[config.mk]
export PLATFORM = sky130hd
export DESIGN_NAME = mlcs_modem_ctrl
export DESIGN_NICKNAME = d
export VERILOG_FILES = /design/src/rtl/mlcs_pkg.sv /design/src/rtl/mlcs_bit_clock.sv /design/src/rtl/mlcs_modem_ctrl.sv
export SDC_FILE = /design/constraint.sdc
export NUM_CORES = 1
export LEC_CHECK = 0
export ABC_AREA = 1
export BUFFER_PORTS_ARGS = -buffer_cell sky130_fd_sc_hd__buf_4
export CAP_MARGIN = 20
export CORE_ASPECT_RATIO = 1.75
export CORE_MARGIN = 3
export CORE_UTILIZATION = 58
export CTS_CLUSTER_SIZE = 30
export DETAILED_ROUTE_END_ITERATION = 8
export PLACE_DENSITY = 0.85
export SYNTH_ARGS = -nofsm -noshare
export SYNTH_HDL_FRONTEND = slang
export SYNTH_SLANG_ARGS = --single-unit
[constraint.sdc]
create_clock -name clk_i -period 7.4 [get_ports clk_i]
set_input_delay 0.37 -clock clk_i [delete_from_list [all_inputs] [get_ports clk_i]]
set_output_delay 0.37 -clock clk_i [all_outputs]
set_load 0.02 [all_outputs]
[src/rtl/mlcs_pkg.sv]
// Package for the per-line modem control and status bank.
// Assumes a 100 MHz system clock and a plain address/strobe register port.
package mlcs_pkg;

	localparam int LINES  = 16;
	localparam int LINE_W = 4;
	localparam int ADDR_W = 18;
	localparam int DATA_W = 16;

	// Unit placement: first unit, slot stride, register offsets in the unit
	localparam logic [17:0] BASE_FIRST  = 18'h3FA00;
	localparam logic [17:0] SLOT_STRIDE = 18'h00020;
	localparam logic [17:0] OFF_CSR     = 18'h00010;
	localparam logic [17:0] OFF_LSR     = 18'h00012;

	// Scanner control/status word
	localparam int CSR_LINE_LSB = 0;
	localparam int CSR_BUSY     = 4;
	localparam int CSR_SCAN_EN  = 5;
	localparam int CSR_INT_EN   = 6;
	localparam int CSR_DONE     = 7;
	localparam int CSR_STEP     = 8;
	localparam int CSR_MAINT    = 9;
	localparam int CSR_CLR_MUX  = 10;
	localparam int CSR_FLUSH    = 11;
	localparam int CSR_FLAG_LSB = 12;

	// Line status word
	localparam int LSR_LINE_EN   = 0;
	localparam int LSR_TERM_RDY  = 1;
	localparam int LSR_TX_REQ    = 2;
	localparam int LSR_NS_AUX    = 3;
	localparam int LSR_STAT_LSB  = 4;

	localparam logic [3:0] CTRL_RESET = 4'h0;
	localparam logic [3:0] STAT_RESET = 4'h0;
	localparam logic [3:0] MAINT_STAT = 4'hF;

	// Vectors: first one in the floating region, then two words apart
	localparam logic [8:0] VECTOR_FIRST = 9'h0C0;
	localparam logic [8:0] VECTOR_STEP  = 9'h004;

	// Timing
	localparam int CLK_PERIOD_NS = 10;
	localparam int CLK_HZ        = 1000000000 / CLK_PERIOD_NS;
	localparam int BAUD_1200     = 1200;
	localparam int BAUD_2400     = 2400;
	localparam int BAUD_4800     = 4800;
	localparam int BAUD_9600     = 9600;

	typedef enum logic [1:0] {
		MLCS_IDLE  = 2'b00,
		MLCS_TEST  = 2'b01,
		MLCS_FLUSH = 2'b10
	} mlcs_scan_type;

	typedef enum logic [1:0] {
		MLCS_B1200 = 2'b00,
		MLCS_B2400 = 2'b01,
		MLCS_B4800 = 2'b10,
		MLCS_B9600 = 2'b11
	} mlcs_baud_type;

endpackage

[src/rtl/mlcs_bit_clock.sv]
// Switch-selected internal bit clock for one group of four synchronous lines.
// Assumes rate switches are static or change only rarely.
`timescale 1ns/1ps
module mlcs_bit_clock #(
	parameter int HALF_1200 = 41666,
	parameter int HALF_2400 = 20833,
	parameter int HALF_4800 = 10416,
	parameter int HALF_9600 = 5208
) (
	input  wire logic                  clk_i,
	input  wire logic                  rst_i,
	input  wire mlcs_pkg::mlcs_baud_type rate_sel_i,
	output logic                       bit_clk_o
);
	import mlcs_pkg::*;

	logic [16:0] count;
	logic [16:0] next_count;
	logic        next_level;
	logic [16:0] half;

	function automatic logic [16:0] half_of(input mlcs_baud_type sel);
		case (sel)
			MLCS_B1200: half_of = 17'(HALF_1200);
			MLCS_B2400: half_of = 17'(HALF_2400);
			MLCS_B4800: half_of = 17'(HALF_4800);
			default:    half_of = 17'(HALF_9600);
		endcase
	endfunction

	assign half = half_of(rate_sel_i);

	// Compare with >= so a switch to a faster rate never runs the count away
	always_comb begin
		next_count = count + 17'h00001;
		next_level = bit_clk_o;
		if (count >= half - 17'h00001) begin
			next_count = 17'h00000;
			next_level = ~bit_clk_o;
		end
	end

	always_ff @(posedge clk_i or posedge rst_i) begin
		if (rst_i) begin
			count     <= 17'h00000;
			bit_clk_o <= 1'b0;
		end else begin
			count     <= next_count;
			bit_clk_o <= next_level;
		end
	end

endmodule

[src/rtl/mlcs_modem_ctrl.sv]
// Per-line modem control and status bank with line scanner and bit clocks.
// Assumes leads are synchronous to clk_i and a single-cycle strobe bus master.
// Operation
// - Line enable lets a line's four status leads be read and scanned.
// - Four control bits per line read/write, cleared by reset and all-line clear.
// - Terminal ready bit drives the lead switching the modem onto the channel.
// - Transmit request bit set drives the request-to-send lead.
// - On synchronous lines the shared bit drives new-sync high.
// - On asynchronous lines the shared bit drives secondary transmit to mark.
// - Status bit four shows data set ready on synchronous lines.
// - Status bit four shows secondary receive marking on asynchronous lines.
// - Status bit five shows the clear-to-send lead.
// - Status bit six shows the carrier detect lead.
// - Status bit seven shows ring of selected line when its enable is set.
// - Status bits four to seven read zero while line enable is clear.
// - Unit decodes at its slot base, one slot up if older unit present.
// - Three vectors, two data and one modem, from the floating region.
// - Internal bit clock per four-line group at four switch-selected rates.
// - Scan runs free or steps one line at a time; both supported.
// - Four-bit line field selects which line control and status refer to.
// - All-line clear bit, write-ones-only, clears every line's control bits.
`timescale 1ns/1ps
module mlcs_modem_ctrl #(
	parameter int         UNIT_SLOT   = 0,
	parameter bit         OLDER_UNIT  = 1'b0,
	parameter logic [8:0] VECTOR_BASE = mlcs_pkg::VECTOR_FIRST,
	parameter int         HALF_1200   = mlcs_pkg::CLK_HZ / (2 * mlcs_pkg::BAUD_1200),
	parameter int         HALF_2400   = mlcs_pkg::CLK_HZ / (2 * mlcs_pkg::BAUD_2400),
	parameter int         HALF_4800   = mlcs_pkg::CLK_HZ / (2 * mlcs_pkg::BAUD_4800),
	parameter int         HALF_9600   = mlcs_pkg::CLK_HZ / (2 * mlcs_pkg::BAUD_9600)
) (
	input  wire logic                          clk_i,
	input  wire logic                          rst_i,
	input  wire logic [mlcs_pkg::ADDR_W-1:0]   addr_i,
	input  wire logic [mlcs_pkg::DATA_W-1:0]   wdata_i,
	input  wire logic                          wr_i,
	input  wire logic                          rd_i,
	output logic      [mlcs_pkg::DATA_W-1:0]   rdata_o,
	input  wire logic [mlcs_pkg::LINES-1:0]    line_is_sync_i,
	input  wire logic [mlcs_pkg::LINES-1:0]    set_ready_i,
	input  wire logic [mlcs_pkg::LINES-1:0]    aux_receive_i,
	input  wire logic [mlcs_pkg::LINES-1:0]    clear_to_send_i,
	input  wire logic [mlcs_pkg::LINES-1:0]    carrier_detect_state_i,
	input  wire logic [mlcs_pkg::LINES-1:0]    ring_i,
	output logic      [mlcs_pkg::LINES-1:0]    term_ready_o,
	output logic      [mlcs_pkg::LINES-1:0]    transmit_request_out_o,
	output logic      [mlcs_pkg::LINES-1:0]    new_sync_o,
	output logic      [mlcs_pkg::LINES-1:0]    aux_send_o,
	input  wire logic [7:0]                    group_rate_sel_i,
	output logic      [3:0]                    int_bit_clk_o,
	output logic      [8:0]                    rx_vector_o,
	output logic      [8:0]                    tx_vector_o,
	output logic      [8:0]                    modem_vector_o
);
	import mlcs_pkg::*;

	// Older unit present pushes us up one slot
	localparam logic [17:0] UNIT_BASE =
		BASE_FIRST + 18'(SLOT_STRIDE * 18'(UNIT_SLOT + int'(OLDER_UNIT)));

	logic [3:0]        ctrl       [LINES];
	logic [3:0]        next_ctrl  [LINES];
	logic [3:0]        prev_stat  [LINES];
	logic [3:0]        next_prev  [LINES];
	logic [3:0]        lead_stat  [LINES];
	logic [3:0]        scan_stat  [LINES];
	logic [LINE_W-1:0] line;
	logic [LINE_W-1:0] next_line;
	logic [LINE_W-1:0] flush_idx;
	logic [LINE_W-1:0] next_flush_idx;
	logic              scan_en;
	logic              next_scan_en;
	logic              int_en;
	logic              next_int_en;
	logic              done;
	logic              next_done;
	logic              maint;
	logic              next_maint;
	logic              step_pend;
	logic              next_step_pend;
	logic [3:0]        flags;
	logic [3:0]        next_flags;
	mlcs_scan_type     state;
	mlcs_scan_type     next_state;
	logic [DATA_W-1:0] next_rdata;
	logic              csr_wr;
	logic              lsr_wr;
	logic              csr_rd;
	logic              lsr_rd;
	logic              sel_en;
	logic [3:0]        trans;
	logic              busy;
	logic              hw_done;
	logic              any_ctrl;

	function automatic logic hit(input logic [17:0] a, input logic [17:0] off);
		hit = (a == UNIT_BASE + off);
	endfunction
	assign csr_wr = wr_i && hit(addr_i, OFF_CSR);
	assign lsr_wr = wr_i && hit(addr_i, OFF_LSR);
	assign csr_rd = rd_i && hit(addr_i, OFF_CSR);
	assign lsr_rd = rd_i && hit(addr_i, OFF_LSR);
	assign rx_vector_o    = VECTOR_BASE;
	assign tx_vector_o    = VECTOR_BASE + VECTOR_STEP;
	assign modem_vector_o = VECTOR_BASE + VECTOR_STEP + VECTOR_STEP;
	genvar g;
	generate
		for (g = 0; g < LINES; g++) begin : g_line
			// Shared bit four: data set ready or secondary receive by line type
			assign lead_stat[g] = {ring_i[g], carrier_detect_state_i[g],
				clear_to_send_i[g],
				line_is_sync_i[g] ? set_ready_i[g] : aux_receive_i[g]};
			// Maintenance forces every scan input on
			assign scan_stat[g] = maint ? MAINT_STAT : lead_stat[g];
			assign term_ready_o[g]           = ctrl[g][LSR_TERM_RDY];
			assign transmit_request_out_o[g] = ctrl[g][LSR_TX_REQ];
			assign new_sync_o[g] = ctrl[g][LSR_NS_AUX] && line_is_sync_i[g];
			assign aux_send_o[g] = ctrl[g][LSR_NS_AUX] && !line_is_sync_i[g];
		end
		for (g = 0; g < 4; g++) begin : g_clk
			mlcs_bit_clock #(
				.HALF_1200 (HALF_1200),
				.HALF_2400 (HALF_2400),
				.HALF_4800 (HALF_4800),
				.HALF_9600 (HALF_9600)
			) u_bit_clock (
				.clk_i      (clk_i),
				.rst_i      (rst_i),
				.rate_sel_i (mlcs_baud_type'(group_rate_sel_i[2*g +: 2])),
				.bit_clk_o  (int_bit_clk_o[g])
			);
		end
	endgenerate

	assign sel_en = ctrl[line][LSR_LINE_EN];
	// Ring counts only off-to-on; the others count either way
	always_comb begin
		trans = STAT_RESET;
		if (sel_en) begin
			trans = scan_stat[line] ^ prev_stat[line];
			trans[3] = trans[3] && scan_stat[line][3];
		end
	end
	assign busy = (state != MLCS_IDLE) || (scan_en && !done) || step_pend;
	// Per-line control storage
	always_comb begin
		for (int i = 0; i < LINES; i++) begin
			next_ctrl[i] = ctrl[i];
		end
		if (csr_wr && wdata_i[CSR_CLR_MUX]) begin
			for (int i = 0; i < LINES; i++) begin
				next_ctrl[i] = CTRL_RESET;
			end
		end else if (lsr_wr) begin
			next_ctrl[line] = wdata_i[3:0];
		end
	end

	always_ff @(posedge clk_i or posedge rst_i) begin
		if (rst_i) begin
			for (int i = 0; i < LINES; i++) begin
				ctrl[i] <= CTRL_RESET;
			end
		end else begin
			ctrl <= next_ctrl;
		end
	end

	// Scanner
	always_comb begin
		next_prev      = prev_stat;
		next_line      = line;
		next_flush_idx = flush_idx;
		next_scan_en   = scan_en;
		next_int_en    = int_en;
		next_done      = done;
		next_maint     = maint;
		next_step_pend = step_pend;
		next_flags     = flags;
		next_state     = state;
		hw_done        = 1'b0;
		case (state)
			MLCS_IDLE: begin
				if (((scan_en && !done) || step_pend) && !csr_wr) begin
					next_line      = line + 4'h1;
					next_step_pend = 1'b0;
					next_state     = MLCS_TEST;
				end
			end
			MLCS_TEST: begin
				if (sel_en) begin
					next_prev[line] = scan_stat[line];
				end
				if (|trans) begin
					hw_done    = 1'b1;
					next_flags = trans;
				end
				next_state = MLCS_IDLE;
			end
			MLCS_FLUSH: begin
				next_prev[flush_idx] = STAT_RESET;
				next_flush_idx       = flush_idx + 4'h1;
				if (flush_idx == 4'(LINES - 1)) begin
					next_state = MLCS_IDLE;
				end
			end
			default: begin
				next_state = MLCS_IDLE;
			end
		endcase
		if (csr_wr && wdata_i[CSR_FLUSH]) begin
			next_line      = 4'h0;
			next_flush_idx = 4'h0;
			next_scan_en   = 1'b0;
			next_int_en    = 1'b0;
			next_done      = 1'b0;
			next_maint     = 1'b0;
			next_step_pend = 1'b0;
			next_flags     = STAT_RESET;
			next_state     = MLCS_FLUSH;
		end else begin
			if (csr_wr) begin
				// Line only moves while the scanner rests
				if (state == MLCS_IDLE) begin
					next_line = wdata_i[CSR_LINE_LSB +: LINE_W];
				end
				next_scan_en = wdata_i[CSR_SCAN_EN];
				next_int_en  = wdata_i[CSR_INT_EN];
				next_done    = wdata_i[CSR_DONE];
				next_maint   = wdata_i[CSR_MAINT];
				if (wdata_i[CSR_STEP]) begin
					next_step_pend = 1'b1;
				end
			end
			// Detection beats a software clear in the same cycle
			if (hw_done) begin
				next_done = 1'b1;
			end
		end
	end

	always_ff @(posedge clk_i or posedge rst_i) begin
		if (rst_i) begin
			for (int i = 0; i < LINES; i++) begin
				prev_stat[i] <= STAT_RESET;
			end
			line      <= 4'h0;
			flush_idx <= 4'h0;
			scan_en   <= 1'b0;
			int_en    <= 1'b0;
			done      <= 1'b0;
			maint     <= 1'b0;
			step_pend <= 1'b0;
			flags     <= STAT_RESET;
			state     <= MLCS_IDLE;
		end else begin
			prev_stat <= next_prev;
			line      <= next_line;
			flush_idx <= next_flush_idx;
			scan_en   <= next_scan_en;
			int_en    <= next_int_en;
			done      <= next_done;
			maint     <= next_maint;
			step_pend <= next_step_pend;
			flags     <= next_flags;
			state     <= next_state;
		end
	end

	// Read port; write-ones-only bits read zero
	always_comb begin
		next_rdata = '0;
		if (csr_rd) begin
			next_rdata = {flags, 2'b00, maint, 1'b0, done, int_en, scan_en, busy, line};
		end else if (lsr_rd) begin
			next_rdata = {8'h00, sel_en ? lead_stat[line] : STAT_RESET, ctrl[line]};
		end
	end

	always_ff @(posedge clk_i or posedge rst_i) begin
		if (rst_i) begin
			rdata_o <= '0;
		end else begin
			rdata_o <= next_rdata;
		end
	end

	always_comb begin
		any_ctrl = 1'b0;
		for (int i = 0; i < LINES; i++) begin
			any_ctrl = any_ctrl | (|ctrl[i]);
		end
	end
endmodule

==> results <==
- The number of enable flip-flop cells after synthesis is 0.
- The hold violation count in the final report is 0.
- Across the VDD grid, the largest voltage drop is 0.1548 mV.
- The part of the Yosys area used for sequential elements is 0.3688.
- The total via count in the routed design is 15,150.
- The area added between synthesis and finish is 13.86%.
- 0 antenna diodes ended up in the layout.
- The number of distinct standard cells referenced by the synthesized netlist is 55.
- After clock tree synthesis, the clock-pin slew on the worst setup and hold paths is 0.07 ns.
- The part of the cycle the worst path needs is 0.5051.
- The latest clock arrival within the worst-skew pair is 0.54 ns.
- The number of fill cells in the layout is 2,216.
- The total congestion overflow is 0.
- The number of routed nets with antenna violations is 0.
- The final critical path time including I/O delays and setup is 3.738 ns.
- The average vias per placed instance is 5.791.
- The final core utilization is 0.6715.
- The library cell with the highest instance count after synthesis is sky130_fd_sc_hd__nand2_1.
- The initial antenna violation count is 0.
- Counting flops with an async set or reset pin after synthesis yields a share of 1.000.
- Once the clock tree was built, the resizer swapped 0 gates to a different size.
- For this run, design rule violations remaining after detail routing come to 0.
- The path class of the lowest-slack min-delay path is primary input to asynchronous set/reset pin.
- The max-slew violation total from the final report is 0.
- Entering global routing, the biggest net connects 125 pins.
- The count of H-tree levels built during CTS is 1.
- The HPWL after detailed placement is 33,620 um.
- The required time of the critical path is 7.86 ns.
- The tool flagged a number of max-cap violations equal to 0.
- Ranked by total cell area, the synthesized netlist is headed by sky130_fd_sc_hd__dfrtp_1 37%, sky130_fd_sc_hd__nand2_1 11%, sky130_fd_sc_hd__ha_1 8.6%, sky130_fd_sc_hd__nor2_1 6.9%, sky130_fd_sc_hd__inv_1 6.1%.
- The global routing usage summed across all routing layers is 0.3073.
- Clock tree synthesis selected as its root buffer the cell sky130_fd_sc_hd__clkbuf_16.
- The critical path class is register to register.
- The average routed wire per standard cell is 17.37 um.
- After synthesis the netlist holds a flip-flop and latch count of 232.
- Buffers placed on the I/O ports in this run total 217.
- In this run the static leakage power is 8.977 nW.
- Signal routing reaches up to met4.
- The TritonCTS clock tree is built.
- Setup total negative slack on the finished layout was measured at 0 ns.
- The worst setup path is captured at a register.
- The floorplan step set the die width to 130.5 um.
- The cell row count is 79.
- Yosys printed 0 warnings.
- From bottom edge to top edge, the die measures 223.9 um.
- The number of buffers created by CTS is 23.
- The number of global-route vias before repair is 15,200.
- The final weighted congestion in routability-driven placement is 0.9218.
- Synthesis produced a netlist whose cell count is 2,117.
- The floorplan step defined a die boundary enclosing 29,230 sq um.
- The clock net in this run drives a total of 232 sinks.
- Setup repair after global routing left no endpoint under its margin.
- The maximum clock skew at final layout is 0.01716 ns.
- After clock tree synthesis, the setup repair step added 0 buffers.
- The maximum buffer depth of the clock tree is 3.
- The met3 routed wirelength is 2460 um.
- In this run the critical register-to-register path is launched from line[0].
- The routed design uses 23,090 um of met2 wire.
- The worst register-to-register path has a depth of 16.
- The detailed router put a total of 16,130 um of wire on met1.
- The flow ran to the end, and the final reports show no timing, DRC or antenna violations.
- At the end of the flow, the number of nets in the layout was 2,525.
- The core region is 26,690 sq um.
- 253 I/O pins were placed.
- Buffers inserted to repair hold after CTS numbered 0.
- The overall routed net length is 45,450 um.
- The endpoint of the worst register-to-register path is flags[1].
- The average size of a mapped cell is 7.435 sq um.
- Across all register-to-register paths, the minimum setup slack is 3.66 ns.
- Counting instances in the post-synthesis netlist gives the leading cell types as 463 x sky130_fd_sc_hd__nand2_1, 289 x sky130_fd_sc_hd__nor2_1, 255 x sky130_fd_sc_hd__inv_1.
- The global-route wire length before repair is 72,590 um.
- For this run, the leading register cell type out of synthesis is sky130_fd_sc_hd__dfrtp_1.
- The count of routing violations after the opening detailed-route iteration is 1,343.
- Data on the critical path arrives at its endpoint at 4.20 ns.
- The fmax is 0.2676 GHz.
- The kind of start point of the critical path is a register.
- The actual slew at the worst max-slew pin is 0.9502 ns.
- Power spread over the standard cell area amounts to 195.8 nW/um^2.
- The first-pass iteration count of the detailed router is 7.
- Setup violations remaining at the end of the flow were counted as 0.
- The largest fanout on the critical path is 59.
- The biggest area contributor in the post-synthesis netlist is sky130_fd_sc_hd__dfrtp_1.
- The post-synthesis instance area is 15,740 sq um.
- Measured against its own limit, the worst slew margin works out to 0.3642.
- The initial standard-cell utilization of the core is 0.5898.
- In the final layout, the share of cells above drive strength 1 is 0.1427.
- The share of synthesized area in the top cell type comes to 0.3688.
==> how the worst max path moves through the flow <==
stage                  from  endpoint  slack, ns  cells past startpoint
floorplan             rst_i   ctrl[0]       0.67                      1
global route        line[0]  flags[1]       3.39                     16
CTS                 line[0]  flags[1]       3.73                     16
global placement    line[0]  flags[2]       3.81                     16
finish              line[0]  flags[1]       3.66                     16
detailed placement  line[0]  flags[1]       3.76                     16
==> final cells by class <==
class | instances | area, sq um | area share
clock buffers | 32 | 649.4 | 0.03624
clock inverters | 10 | 135.1 | 0.007540
inverters | 266 | 1006 | 0.05613
multi-input cells | 1524 | 8203 | 0.4577
flip-flops and latches | 232 | 5811 | 0.3242
well taps | 324 | 405.4 | 0.02262
repair buffers | 228 | 1712 | 0.09551
==> critical path: stages (launching register included) <==
cell                      delay [ns]
sky130_fd_sc_hd__dfrtp_4        0.70
sky130_fd_sc_hd__inv_2          0.51
sky130_fd_sc_hd__buf_4          0.63
sky130_fd_sc_hd__nand2_1        0.10
sky130_fd_sc_hd__nand3_1        0.10
sky130_fd_sc_hd__nand2_1        0.07
sky130_fd_sc_hd__nand2_1        0.05
sky130_fd_sc_hd__nand2_1        0.11
sky130_fd_sc_hd__nor2_2         0.24
sky130_fd_sc_hd__nand2_2        0.37
sky130_fd_sc_hd__nand2_1        0.15
sky130_fd_sc_hd__nand3_1        0.11
sky130_fd_sc_hd__nand3_1        0.11
sky130_fd_sc_hd__nand2_2        0.10
sky130_fd_sc_hd__nand2_1        0.11
sky130_fd_sc_hd__nand3_1        0.07
sky130_fd_sc_hd__nand2_1        0.08
==> state kept, by name, indices dropped and copies added (netlist names) <==
signal	count
ctrl	32
done	1
flags	4
flush_idx	4
g_clk.u_bit_clock.bit_clk_o	4
g_clk.u_bit_clock.count	68
int_en	1
line	4
maint	1
prev_stat	64
rdata_o	13
scan_en	1
state	2
step_pend	1
term_ready_o	16
transmit_request_out_o	16
==> metrics by stage <==
stage | hold WS [ns] | cell area (sq um) | setup slack, ns | power [W] | instances
2_1_floorplan | 0.4428 | 15860 | 0.6687 | 0.002063 | 2149
3_3_place_gp | 0.4570 | 17130 | 3.814 | 0.002239 | 2573
3_5_place_dp | 0.4583 | 17130 | 3.756 | 0.002286 | 2573
4_1_cts | 0.05767 | 17910 | 3.733 | 0.003522 | 2615
5_1_grt | 0.08338 | 17920 | 3.388 | 0.003694 | 2616
6_report | 0.02123 | 17920 | 3.662 | 0.003508 | 2616
==> kinds of logic (layout without fill, tap and decap cells) <==
family	Yosys count	after routing	share of synthesized area
adders and majority gates	108	108	0.08585
buffers and inverters	393	536	0.1180
AOI/OAI and AO/OA	395	395	0.1573
xor gates and xnor gates	22	22	0.01224
and+or+nand+nor	965	965	0.2573
DFF	232	232	0.3688
other	2	34	0.0004771
==> cell usage in the layout, fill, tap and decap left out, drive strengths merged, types with 5 or more instances in the layout <==
cell type  instances
ha               108
inv              266
o211ai            12
a31oi             20
nand2            469
xnor2              5
nor3              27
a32oi             47
dfrtp            232
buf              228
nand4             30
nor2             296
nor3b             23
a21oi            104
clkbuf            32
nand3            109
xor2              17
clkinv             6
conb              34
o21ai            181
==> per-layer routing <==
layer / GRT usage / vias up
li1: - / 7178
met1: 0.3372 / 7108
met2: 0.5379 / 644
met3: 0.03245 / 220
met4: 0.2212 / 0
met5: 0 / -
==> power by group <==
group	leakage, nW	switching, W	internal (W)	total (W)
logic	5.42	0.000456	0.000312	0.000768
registers	3.17	0.000122	0.00138	0.00150
clock network	0.385	0.000515	0.000721	0.00124
total	8.98	0.00109	0.00241	0.00351
Note: power is estimated with default switching activity, not from simulation.
